--- src/include/pes_pkg.sv ---
// constants and types for the performance event selector and counter
package pes_pkg;
   // ------------------------------------------------------------
   // event codes and unit masks
   // ------------------------------------------------------------
   localparam logic [7:0] EV_CROSS_SNOOP = 8'h78;
   localparam logic [7:0] EV_HIT_DRV = 8'h7A;
   localparam logic [7:0] EV_SNOOP_HIT_MODIFIED_PIN_DRV = 8'h7B;
   localparam logic [7:0] EV_BUSQ_IDLE = 8'h7D;
   localparam logic [7:0] EV_STALL = 8'h7E;
   localparam logic [7:0] EV_IO_WAIT = 8'h7F;
   localparam logic [7:0] EV_FETCH = 8'h80;
   localparam logic [7:0] EV_FETCH_MISS = 8'h81;
   localparam logic [7:0] EV_ITLB = 8'h82;
   localparam logic [7:0] UM_NONE = 8'h00;
   localparam logic [7:0] UM_SMALL = 8'h02;
   localparam logic [7:0] UM_LARGE = 8'h10;
   localparam logic [7:0] UM_THIS_CORE_ONLY_QUALIFIER = 8'h40;
   localparam logic [7:0] UM_BOTH = 8'hC0;
   // ------------------------------------------------------------
   // register map and fields
   // ------------------------------------------------------------
   localparam int ADDR_W = 4;
   localparam int DATA_W = 32;
   localparam logic [3:0] REG_SELECT = 4'h0;
   localparam logic [3:0] REG_COUNT = 4'h4;
   localparam logic [3:0] REG_STATUS = 4'h8;
   localparam int SEL_CODE_LSB = 0;
   localparam int SEL_UMASK_LSB = 8;
   localparam int SEL_EN_BIT = 16;
   localparam int ST_STALL_BIT = 16;
   localparam int ST_BUSY_BIT = 17;
   localparam int ST_DEFER_LSB = 20;
   localparam logic [31:0] ZERO32 = 32'h0000_0000;
   localparam logic [31:0] ONE32 = 32'h0000_0001;
   // ------------------------------------------------------------
   // snoop timing and line store
   // ------------------------------------------------------------
   localparam int SNOOP_RESP_BUS_CYCLES = 3;
   localparam logic [1:0] SNOOP_LIMIT = 2'(SNOOP_RESP_BUS_CYCLES);
   localparam int LINES = 4;
   localparam int IDX_W = 2;
   typedef enum logic [3:0] {
      LN_INV = 4'h1,
      LN_SHR = 4'h2,
      LN_EXC = 4'h4,
      LN_MOD = 4'h8
   } pes_line_e;
   typedef enum logic [1:0] {
      SN_IDLE = 2'h1,
      SN_WAIT = 2'h2
   } pes_snoop_e;
endpackage

--- src/verilog/pes_counter.sv ---
// performance event selector, counter and cross-core snoop line logic
// Summary of operation
// - code 7AH counts each bus cycle this agent drives hit response.
// - code 7BH counts each bus cycle this agent drives hit-modified.
// - code 7DH counts cycles with no pending bus queue entry.
// - code 7DH also counts cycles halted while other core runs.
// - code 7DH qualifier picks this core alone or both cores.
// - code 7EH counts each snoop stall assertion once, however long it is held.
// - no new snoop-needing transaction starts while snoop stall stands.
// - assert snoop stall when a snoop answer cannot come in three cycles.
// - code 7FH this_core_only_qualifier counts cycles this core has waiting i/o.
// - code 7FH both adds one when either core has waiting i/o.
// - code 80H mask 00H counts every fetch, uncacheable included.
// - code 81H counts fetch unit misses and uncacheable fetches.
// - a fetch unit miss counts once, not per outstanding cycle.
// - code 82H mask 02H counts small page itlb misses.
// - code 82H mask 10H counts large page itlb misses.
// - read snoop hitting exclusive line moves it to shared.
// - ownership snoop hitting exclusive or shared line invalidates it.
// - snoop hitting modified line defers its change to later.
// - cross-core snoops use the data cache store port.
// - code 78H counts data cache snoops for the other core.
`timescale 1ns/100ps
module pes_counter
(
   input wire logic clk,
   input wire logic nrst,
   input wire logic [pes_pkg::ADDR_W-1:0] addr,
   input wire logic [pes_pkg::DATA_W-1:0] wdata,
   input wire logic wr,
   input wire logic rd,
   output logic [pes_pkg::DATA_W-1:0] rdata,
   input wire logic hit_drive,
   input wire logic snoop_hit_modified_pin_drive,
   input wire logic busq_pend_this_core_only_qualifier,
   input wire logic busq_pend_other,
   input wire logic halt_this_core_only_qualifier,
   input wire logic halt_other,
   input wire logic io_wait_this_core_only_qualifier,
   input wire logic io_wait_other,
   input wire logic fetch_valid,
   input wire logic fetch_uncache,
   input wire logic fetch_miss,
   input wire logic itlb_miss,
   input wire logic itlb_large,
   input wire logic snoop_stall_pin,
   input wire logic start_req,
   input wire logic start_snoopable,
   output logic bus_start,
   output logic snoop_stall_out,
   input wire logic snoop_req,
   input wire logic [pes_pkg::IDX_W-1:0] snoop_idx,
   input wire logic snoop_rfo,
   output logic snoop_busy,
   output logic snoop_gnt,
   output logic snoop_hit,
   output logic snoop_snoop_hit_modified_pin,
   input wire logic store_req,
   input wire logic [pes_pkg::IDX_W-1:0] store_idx,
   output logic store_gnt,
   input wire logic fill_req,
   input wire logic [pes_pkg::IDX_W-1:0] fill_idx,
   input wire logic fill_excl,
   input wire logic defer_go
);
   import pes_pkg::*;
   // ------------------------------------------------------------
   // decode helpers
   // ------------------------------------------------------------
   function automatic logic core_qual(input logic [7:0] um);
      core_qual = (um == UM_THIS_CORE_ONLY_QUALIFIER) || (um == UM_BOTH);
   endfunction
   function automatic logic mask_ok(input logic [7:0] code, input logic [7:0] um);
      case (code)
         EV_HIT_DRV, EV_SNOOP_HIT_MODIFIED_PIN_DRV, EV_FETCH, EV_FETCH_MISS: mask_ok = (um == UM_NONE);
         EV_CROSS_SNOOP, EV_BUSQ_IDLE, EV_STALL, EV_IO_WAIT: mask_ok = core_qual(um);
         EV_ITLB: mask_ok = (um == UM_SMALL) || (um == UM_LARGE);
         default: mask_ok = 1'b0;
      endcase
   endfunction
   logic [7:0] sel_code;
   logic [7:0] sel_umask;
   logic sel_en;
   logic [31:0] cnt;
   logic stall_meta;
   logic stall_sync;
   logic stall_prev;
   logic miss_prev;
   logic next_inc;
   logic serve;
   logic [1:0] wait_cnt;
   logic [IDX_W-1:0] sn_idx;
   logic sn_rfo;
   pes_snoop_e sn_state;
   pes_line_e line [LINES];
   logic [LINES-1:0] defer;
   logic [LINES-1:0] defer_rfo;
   logic [31:0] status;
   logic cnt_wr;
   assign cnt_wr = wr && (addr == REG_COUNT);
   // ------------------------------------------------------------
   // register port
   // ------------------------------------------------------------
   always_ff @(posedge clk)
   begin
      if (!nrst)
      begin
         sel_code <= UM_NONE;
         sel_umask <= UM_NONE;
         sel_en <= 1'b0;
      end
      else if (wr && addr == REG_SELECT)
      begin
         sel_code <= wdata[SEL_CODE_LSB +: 8];
         sel_umask <= wdata[SEL_UMASK_LSB +: 8];
         sel_en <= wdata[SEL_EN_BIT];
      end
   end
   always_ff @(posedge clk)
   begin
      if (!nrst)
         rdata <= ZERO32;
      else if (rd)
      begin
         case (addr)
            REG_SELECT: rdata <= {15'h0000, sel_en, sel_umask, sel_code};
            REG_COUNT: rdata <= cnt;
            REG_STATUS: rdata <= status;
            default: rdata <= ZERO32;
         endcase
      end
      else
         rdata <= ZERO32;
   end
   // ------------------------------------------------------------
   // stall pin synchroniser and edge history
   // ------------------------------------------------------------
   always_ff @(posedge clk)
   begin
      if (!nrst)
      begin
         stall_meta <= 1'b0;
         stall_sync <= 1'b0;
         stall_prev <= 1'b0;
         miss_prev <= 1'b0;
      end
      else
      begin
         stall_meta <= snoop_stall_pin;
         stall_sync <= stall_meta;
         stall_prev <= stall_sync;
         miss_prev <= fetch_miss;
      end
   end
   // ------------------------------------------------------------
   // event selection
   // ------------------------------------------------------------
   always_comb
   begin
      next_inc = 1'b0;
      if (sel_en && mask_ok(sel_code, sel_umask))
      begin
         case (sel_code)
            EV_HIT_DRV: next_inc = hit_drive;
            EV_SNOOP_HIT_MODIFIED_PIN_DRV: next_inc = snoop_hit_modified_pin_drive;
            EV_BUSQ_IDLE:
            begin
               next_inc = !busq_pend_this_core_only_qualifier || (halt_this_core_only_qualifier && !halt_other);
               if (sel_umask == UM_BOTH)
                  next_inc = next_inc || !busq_pend_other || (halt_other && !halt_this_core_only_qualifier);
            end
            EV_STALL: next_inc = stall_sync && !stall_prev;
            EV_IO_WAIT:
            begin
               // one per cycle even when both cores wait
               if (sel_umask == UM_BOTH)
                  next_inc = io_wait_this_core_only_qualifier || io_wait_other;
               else
                  next_inc = io_wait_this_core_only_qualifier;
            end
            EV_FETCH: next_inc = fetch_valid;
            EV_FETCH_MISS:
               next_inc = (fetch_miss && !miss_prev) || (fetch_valid && fetch_uncache);
            EV_ITLB:
            begin
               if (sel_umask == UM_SMALL)
                  next_inc = itlb_miss && !itlb_large;
               else
                  next_inc = itlb_miss && itlb_large;
            end
            EV_CROSS_SNOOP: next_inc = serve;
            default: next_inc = 1'b0;
         endcase
      end
   end
   // software write wins over a same-cycle increment
   always_ff @(posedge clk)
   begin
      if (!nrst)
         cnt <= ZERO32;
      else if (cnt_wr)
         cnt <= wdata;
      else if (next_inc)
         cnt <= cnt + ONE32;
   end
   // ------------------------------------------------------------
   // bus start gating
   // ------------------------------------------------------------
   always_ff @(posedge clk)
   begin
      if (!nrst)
         bus_start <= 1'b0;
      else
         bus_start <= start_req && !(start_snoopable && (stall_sync || snoop_stall_out));
   end
   // ------------------------------------------------------------
   // snoop sequencing on the store port
   // ------------------------------------------------------------
   // stores keep priority, so a snoop can starve; the stall tells the bus
   assign serve = (sn_state == SN_WAIT) && !store_req;
   always_ff @(posedge clk)
   begin
      if (!nrst)
      begin
         sn_state <= SN_IDLE;
         sn_idx <= '0;
         sn_rfo <= 1'b0;
         wait_cnt <= 2'h0;
         snoop_busy <= 1'b0;
      end
      else
      begin
         case (sn_state)
            SN_IDLE:
            begin
               wait_cnt <= 2'h0;
               if (snoop_req)
               begin
                  sn_state <= SN_WAIT;
                  sn_idx <= snoop_idx;
                  sn_rfo <= snoop_rfo;
                  snoop_busy <= 1'b1;
               end
            end
            SN_WAIT:
            begin
               if (serve)
               begin
                  sn_state <= SN_IDLE;
                  snoop_busy <= 1'b0;
               end
               else if (wait_cnt != SNOOP_LIMIT)
                  wait_cnt <= wait_cnt + 2'h1;
            end
            default: sn_state <= SN_IDLE;
         endcase
      end
   end
   always_ff @(posedge clk)
   begin
      if (!nrst)
      begin
         snoop_stall_out <= 1'b0;
         snoop_gnt <= 1'b0;
         store_gnt <= 1'b0;
         snoop_hit <= 1'b0;
         snoop_snoop_hit_modified_pin <= 1'b0;
      end
      else
      begin
         snoop_stall_out <= (sn_state == SN_WAIT) && !serve
                            && (wait_cnt >= SNOOP_LIMIT - 2'h1);
         snoop_gnt <= serve;
         store_gnt <= store_req;
         snoop_hit <= serve && (line[sn_idx] != LN_INV);
         snoop_snoop_hit_modified_pin <= serve && (line[sn_idx] == LN_MOD);
      end
   end
   // ------------------------------------------------------------
   // line states
   // ------------------------------------------------------------
   generate
      for (genvar i = 0; i < LINES; i++)
      begin : g_line
         always_ff @(posedge clk)
         begin
            if (!nrst)
            begin
               line[i] <= LN_INV;
               defer[i] <= 1'b0;
               defer_rfo[i] <= 1'b0;
            end
            else if (serve && sn_idx == IDX_W'(i))
            begin
               case (line[i])
                  LN_EXC: line[i] <= sn_rfo ? LN_INV : LN_SHR;
                  LN_SHR: line[i] <= sn_rfo ? LN_INV : LN_SHR;
                  LN_MOD:
                  begin
                     defer[i] <= 1'b1;
                     defer_rfo[i] <= sn_rfo;
                  end
                  default: line[i] <= line[i];
               endcase
            end
            else if (defer[i] && defer_go)
            begin
               line[i] <= defer_rfo[i] ? LN_INV : LN_SHR;
               defer[i] <= 1'b0;
            end
            else if (fill_req && fill_idx == IDX_W'(i))
            begin
               line[i] <= fill_excl ? LN_EXC : LN_SHR;
               defer[i] <= 1'b0;
            end
            else if (store_req && store_idx == IDX_W'(i)
                     && (line[i] == LN_EXC || line[i] == LN_MOD))
               line[i] <= LN_MOD;
         end
         assign status[4*i +: 4] = line[i];
      end
   endgenerate
   assign status[ST_STALL_BIT] = stall_sync;
   assign status[ST_BUSY_BIT] = snoop_busy;
   assign status[ST_DEFER_LSB-1:ST_BUSY_BIT+1] = '0;
   assign status[ST_DEFER_LSB +: LINES] = defer;
   assign status[31:ST_DEFER_LSB+LINES] = '0;
   // ------------------------------------------------------------
   // checks
   // ------------------------------------------------------------
   stall_late_a: assert property (@(posedge clk) disable iff (!nrst)
      (sn_state == SN_WAIT && store_req) [*3] |=> snoop_stall_out)
      else $error("snoop stall missing after three blocked cycles");
   stall_early_a: assert property (@(posedge clk) disable iff (!nrst)
      $rose(snoop_busy) |-> !snoop_stall_out [*3])
      else $error("snoop stall raised too early");
   start_block_a: assert property (@(posedge clk) disable iff (!nrst)
      ((stall_sync || snoop_stall_out) && start_req && start_snoopable) |=> !bus_start)
      else $error("snoopable start during stall");
   cnt_hold_a: assert property (@(posedge clk) disable iff (!nrst)
      (!sel_en && !cnt_wr) |=> $stable(cnt))
      else $error("counter moved while disabled");
   hit_count_a: assert property (@(posedge clk) disable iff (!nrst)
      (sel_en && sel_code == EV_HIT_DRV && sel_umask == UM_NONE && hit_drive && !cnt_wr)
      |=> cnt == $past(cnt) + ONE32)
      else $error("hit drive cycle not counted");
   miss_once_a: assert property (@(posedge clk) disable iff (!nrst)
      (sel_code == EV_FETCH_MISS && fetch_miss && miss_prev && !fetch_valid && !cnt_wr)
      |=> $stable(cnt))
      else $error("outstanding miss counted again");
   stall_edge_a: assert property (@(posedge clk) disable iff (!nrst)
      (sel_code == EV_STALL && stall_sync && stall_prev && !cnt_wr) |=> $stable(cnt))
      else $error("held stall counted twice");
   read_shared_a: assert property (@(posedge clk) disable iff (!nrst)
      (serve && !sn_rfo && line[sn_idx] == LN_EXC) |=> line[$past(sn_idx)] == LN_SHR)
      else $error("read snoop left exclusive line");
   rfo_inval_a: assert property (@(posedge clk) disable iff (!nrst)
      (serve && sn_rfo && line[sn_idx] == LN_SHR) |=> line[$past(sn_idx)] == LN_INV)
      else $error("ownership snoop left line valid");
   mod_defer_a: assert property (@(posedge clk) disable iff (!nrst)
      (serve && line[sn_idx] == LN_MOD) |=> line[$past(sn_idx)] == LN_MOD && defer != '0)
      else $error("modified line changed at snoop");
   port_excl_a: assert property (@(posedge clk) disable iff (!nrst)
      !(snoop_gnt && store_gnt))
      else $error("store port granted twice");
endmodule

--- config.mk ---
export PLATFORM = sky130hd
export DESIGN_NAME = pes_counter
export DESIGN_NICKNAME = d
export VERILOG_FILES = /design/src/include/pes_pkg.sv /design/src/verilog/pes_counter.sv
export SDC_FILE = /design/constraint.sdc
export NUM_CORES = 1
export LEC_CHECK = 0
export ABC_AREA = 1
export BUFFER_PORTS_ARGS = -buffer_cell sky130_fd_sc_hd__buf_2
export CORE_ASPECT_RATIO = 0.8
export CORE_UTILIZATION = 50
export DETAILED_ROUTE_END_ITERATION = 6
export HOLD_SLACK_MARGIN = 0.1
export PLACE_DENSITY = 0.8
export REMOVE_ABC_BUFFERS = 1
export SYNTH_ARGS = -nofsm -noshare
export SYNTH_HDL_FRONTEND = slang
export SYNTH_SLANG_ARGS = --single-unit
export TNS_END_PERCENT = 5
--- constraint.sdc ---
create_clock -name clk -period 3.4 [get_ports clk]
set_clock_uncertainty 0.2 [all_clocks]
set_input_delay 0.51 -clock clk [delete_from_list [all_inputs] [get_ports clk]]
set_output_delay 0.51 -clock clk [all_outputs]
set_load 0.02 [all_outputs]
==> results.tsv <==
stage	metric	value	unit
run_status	violations	DRC	
grt	grt_pass1_vias	6481	
sta	setup_viol	0	
sta	timing.final.crit_period	2.730	ns
clocking	cts_setup_buffers	0	
pwr	ir_drop	0.3803	mV
sta	worst_slew_pin_slew	0.6293	ns
route	route.vias.total	7077	
floorplanning	core_area	13060	um2
logic_synthesis	ys_seq_area_frac	0.3931	
clocking	cts_resized	0	
logic_synthesis	syn_area_per_cell	6.714	um2
pwr	totalPowerFinal	3.466	mW
route	route.detailed.drc	2	
logic_synthesis	synth_compound_area_frac	0.1411	
clocking	root_buffer	clkbuf_16	
finish	num_antenna_cells	0	
finish	mostFrequentLayoutCells	nand2_1, inv_1, dfxtp_1	
pwr	intPower	2.562	mW
clocking	clock_sinks	125	
clocking	clk_latency	0.43	ns
sta	setup_tns	0	ns
logic_synthesis	ys.flop_type	dfxtp_1	
logic_synthesis	synth_top_family_by_area	simple AND/OR/NAND/NOR gates	
floorplanning	ios	107	
worst_hold_path	hp-class	input port to flop	
clocking	clockBufferDepth	2	
pwr	power.switching	0.9039	mW
flow_run	cap_violations	0	
logic_synthesis	async_flop_share	0	
logic_synthesis	synth_mux_area_frac	0.001478	
grt	antenna_found_initial	0	
floorplanning	die_w	132.1	um
logic_synthesis	synthSimpleGateAreaFrac	0.3314	
placement	place_area	7398	um2
floorplanning	initial_core_util	0.5189	
run_status	status	finished, violations left	
logic_synthesis	ys_warn_count	0	
floorplanning	dieArea	14020	um2
setup_path	cp.required	3.26	ns
pwr	seqPwrFrac	0.447	
sta	max_freq	366.3	MHz
clocking	clkTransAtPathRegs	0.06	ns
finish	area_delta_synth_final	17.77	%
setup_path	cp-start-kind	flop	
route	wl	19350	um
grt	grt_first_pass_wirelength	31500	um
floorplanning	die_y	106.1	um
sta	hold_viol	0	
clocking	tritoncts	built	
logic_synthesis	synth_seq_cells	125	
route	wl_per_cell	14.93	um
clocking	cts_buffers	17	
sta	post-route-period-util	0.8028	
pwr	switching_share	0.2608	
route	detail-route-antenna-nets	0	
logic_synthesis	yosysUniqueCellTypes	44	
sta	rsz0062_at_grt	no	
route	dr.pass1.iters	7	
placement	hpwl	13770	um
grt	grt_max_degree	45	
route	via_per_inst	5.461	
pwr	p_leak	3.415	nW
logic_synthesis	synth_area	6774	um2
logic_synthesis	synth_fa_ha_area_frac	0.009235	
finish	fillers	1248	
floorplanning	rows	37	
finish	utilization	0.6111	
setup_path	cp.arrival	2.59	ns
pwr	clockPowerShare	0.485	
sta	hold_slack	0.1523	ns
finish	layout.nets	1181	
pwr	power_density	434.5	nW/um2
setup_path	endpoint_kind	flop	
clocking	htreeDepth	4	
grt	grt-ovfl-total	0	
pwr	combPwrFrac	0.069	
placement	routabilityCongestion	0.9532	
placement	io_buffers	106	
setup_path	crit_type	flop to flop	
finish	design_area	7978	um2
sta	maxSlewViolCount	0	
finish	layout_commonest_cell	nand2_1	
finish	drive_above_1_share	0.1641	
route	drtIter0Drc	666	
setup_path	cp_max_fo	6	
logic_synthesis	postSynthCellCount	1009	
grt	grt_use_total	0.2838	
sta	maxSlewHeadroom	0.5794	
logic_synthesis	synth_xor_area_frac	0.01552	
logic_synthesis	synth-edff-count	16	
power groups by stage:
stage	Sequential (mW)	Combinational, mW	Clock, mW
2_1_floorplan	1.58	0.119	0
3_3_place_gp	1.58	0.227	0
3_5_place_dp	1.58	0.229	0
4_1_cts	1.55	0.234	1.68
5_1_grt	1.55	0.262	1.76
6_report	1.55	0.238	1.68
Yosys cell counts, types with 14 or more instances:
cell type	n	area [um2]
nand2_1	231	867.1
a21oi_1	73	365.4
edfxtp_1	16	480.5
nand3_1	78	390.4
nor2_1	88	330.3
nand4_1	14	87.58
o22ai_1	18	112.6
clkbuf_1	15	56.30
o21ai_0	69	345.3
nor3_1	60	300.3
inv_2	15	56.30
dfxtp_1	109	2182
inv_1	133	499.2
sequential cells by signal, summed over array words and instances, names as in the netlist, named ones only:
name	cells
rdata	32
snoop_gnt	1
sel_code	8
snoop_busy	1
bus_start	1
sn_state	2
wait_cnt	2
snoop_snoop_hit_modified_pin	1
snoop_hit	1
stall_sync	1
sel_en	1
defer	4
sn_idx	2
line	16
sel_umask	8
miss_prev	1
stall_prev	1
defer_rfo	4
cnt	32
snoop_stall_out	1
store_gnt	1
stall_meta	1
sn_rfo	1
through the flow:
| step | setup slack (ns) | std cells |
|---|---|---|
| finish | 0.6703 | 1296 |
| global route | 0.4945 | 1296 |
| CTS | 0.7053 | 1296 |
| detailed placement | 0.7010 | 1261 |
| global placement | 0.6978 | 1261 |
| floorplan | 0.2922 | 973 |
final cells by class:
| class | count | area [um2] | share of cell area |
|---|---|---|---|
| Multi-Input combinational cell | 700 | 3378 | 0.4235 |
| Sequential cell | 125 | 2663 | 0.3338 |
| Timing Repair Buffer | 116 | 613.1 | 0.07685 |
| Inverter | 148 | 555.5 | 0.06964 |
| Clock buffer | 18 | 439.2 | 0.05505 |
| Tap cell | 175 | 219.0 | 0.02745 |
| Clock inverter | 14 | 110.1 | 0.01380 |
routing by layer:
| layer | wire length (um) | track usage | vias up |
|---|---|---|---|
| met3 | 1777 | 0.06295 | 38 |
| li1 | - | - | 3507 |
| met4 | 394 | 0.1146 | 0 |
| met5 | 0 | 0 | - |
| met1 | 8980 | 0.3933 | 3174 |
| met2 | 8193 | 0.4271 | 358 |
path summary, 6_finish.rpt:
kind | start | to | slack [ns] | depth (start not counted)
worst max-delay path | sn_state[0]$_SDFFE_PN1P_ | line[2][0]$_SDFFCE_PN1P_ | 0.67 | 9
worst min-delay path | store_req | store_gnt$_SDFF_PN0_ | 0.15 | 3
worst min register to register | stall_meta$_SDFF_PN0_ | stall_sync$_SDFF_PN0_ | 0.23 | 2
worst max register to register | sn_state[0]$_SDFFE_PN1P_ | line[2][0]$_SDFFCE_PN1P_ | 0.67 | 9
logic make-up (layout without fill, tap and decap cells):
group                    count (synthesis)  count (layout)
AO/OA/AOI/OAI                          179             179
XOR/XNOR                                12              12
adder cells (fa/ha/maj)                  5               5
buffers and inverters                  184             296
flip-flops                             125             125
multiplexers                             1               1
AND/OR/NAND/NOR                        503             503
timing repair:
item,CTS,global route
setup endpoints to repair,0,0
hold endpoints to repair,3,0
hold buffers,3,0
worst max-delay path, cell delays in order (launching register included):
cell and delay, ns:
dfxtp_1 0.35, inv_1 0.06, ha_1 0.23, nand2_2 0.14
nor3_1 0.08, inv_1 0.16, nand3_1 0.16, nor4b_2 0.44
nor2_1 0.08, o21ai_0 0.47
Power figures use the tool's default switching activity.
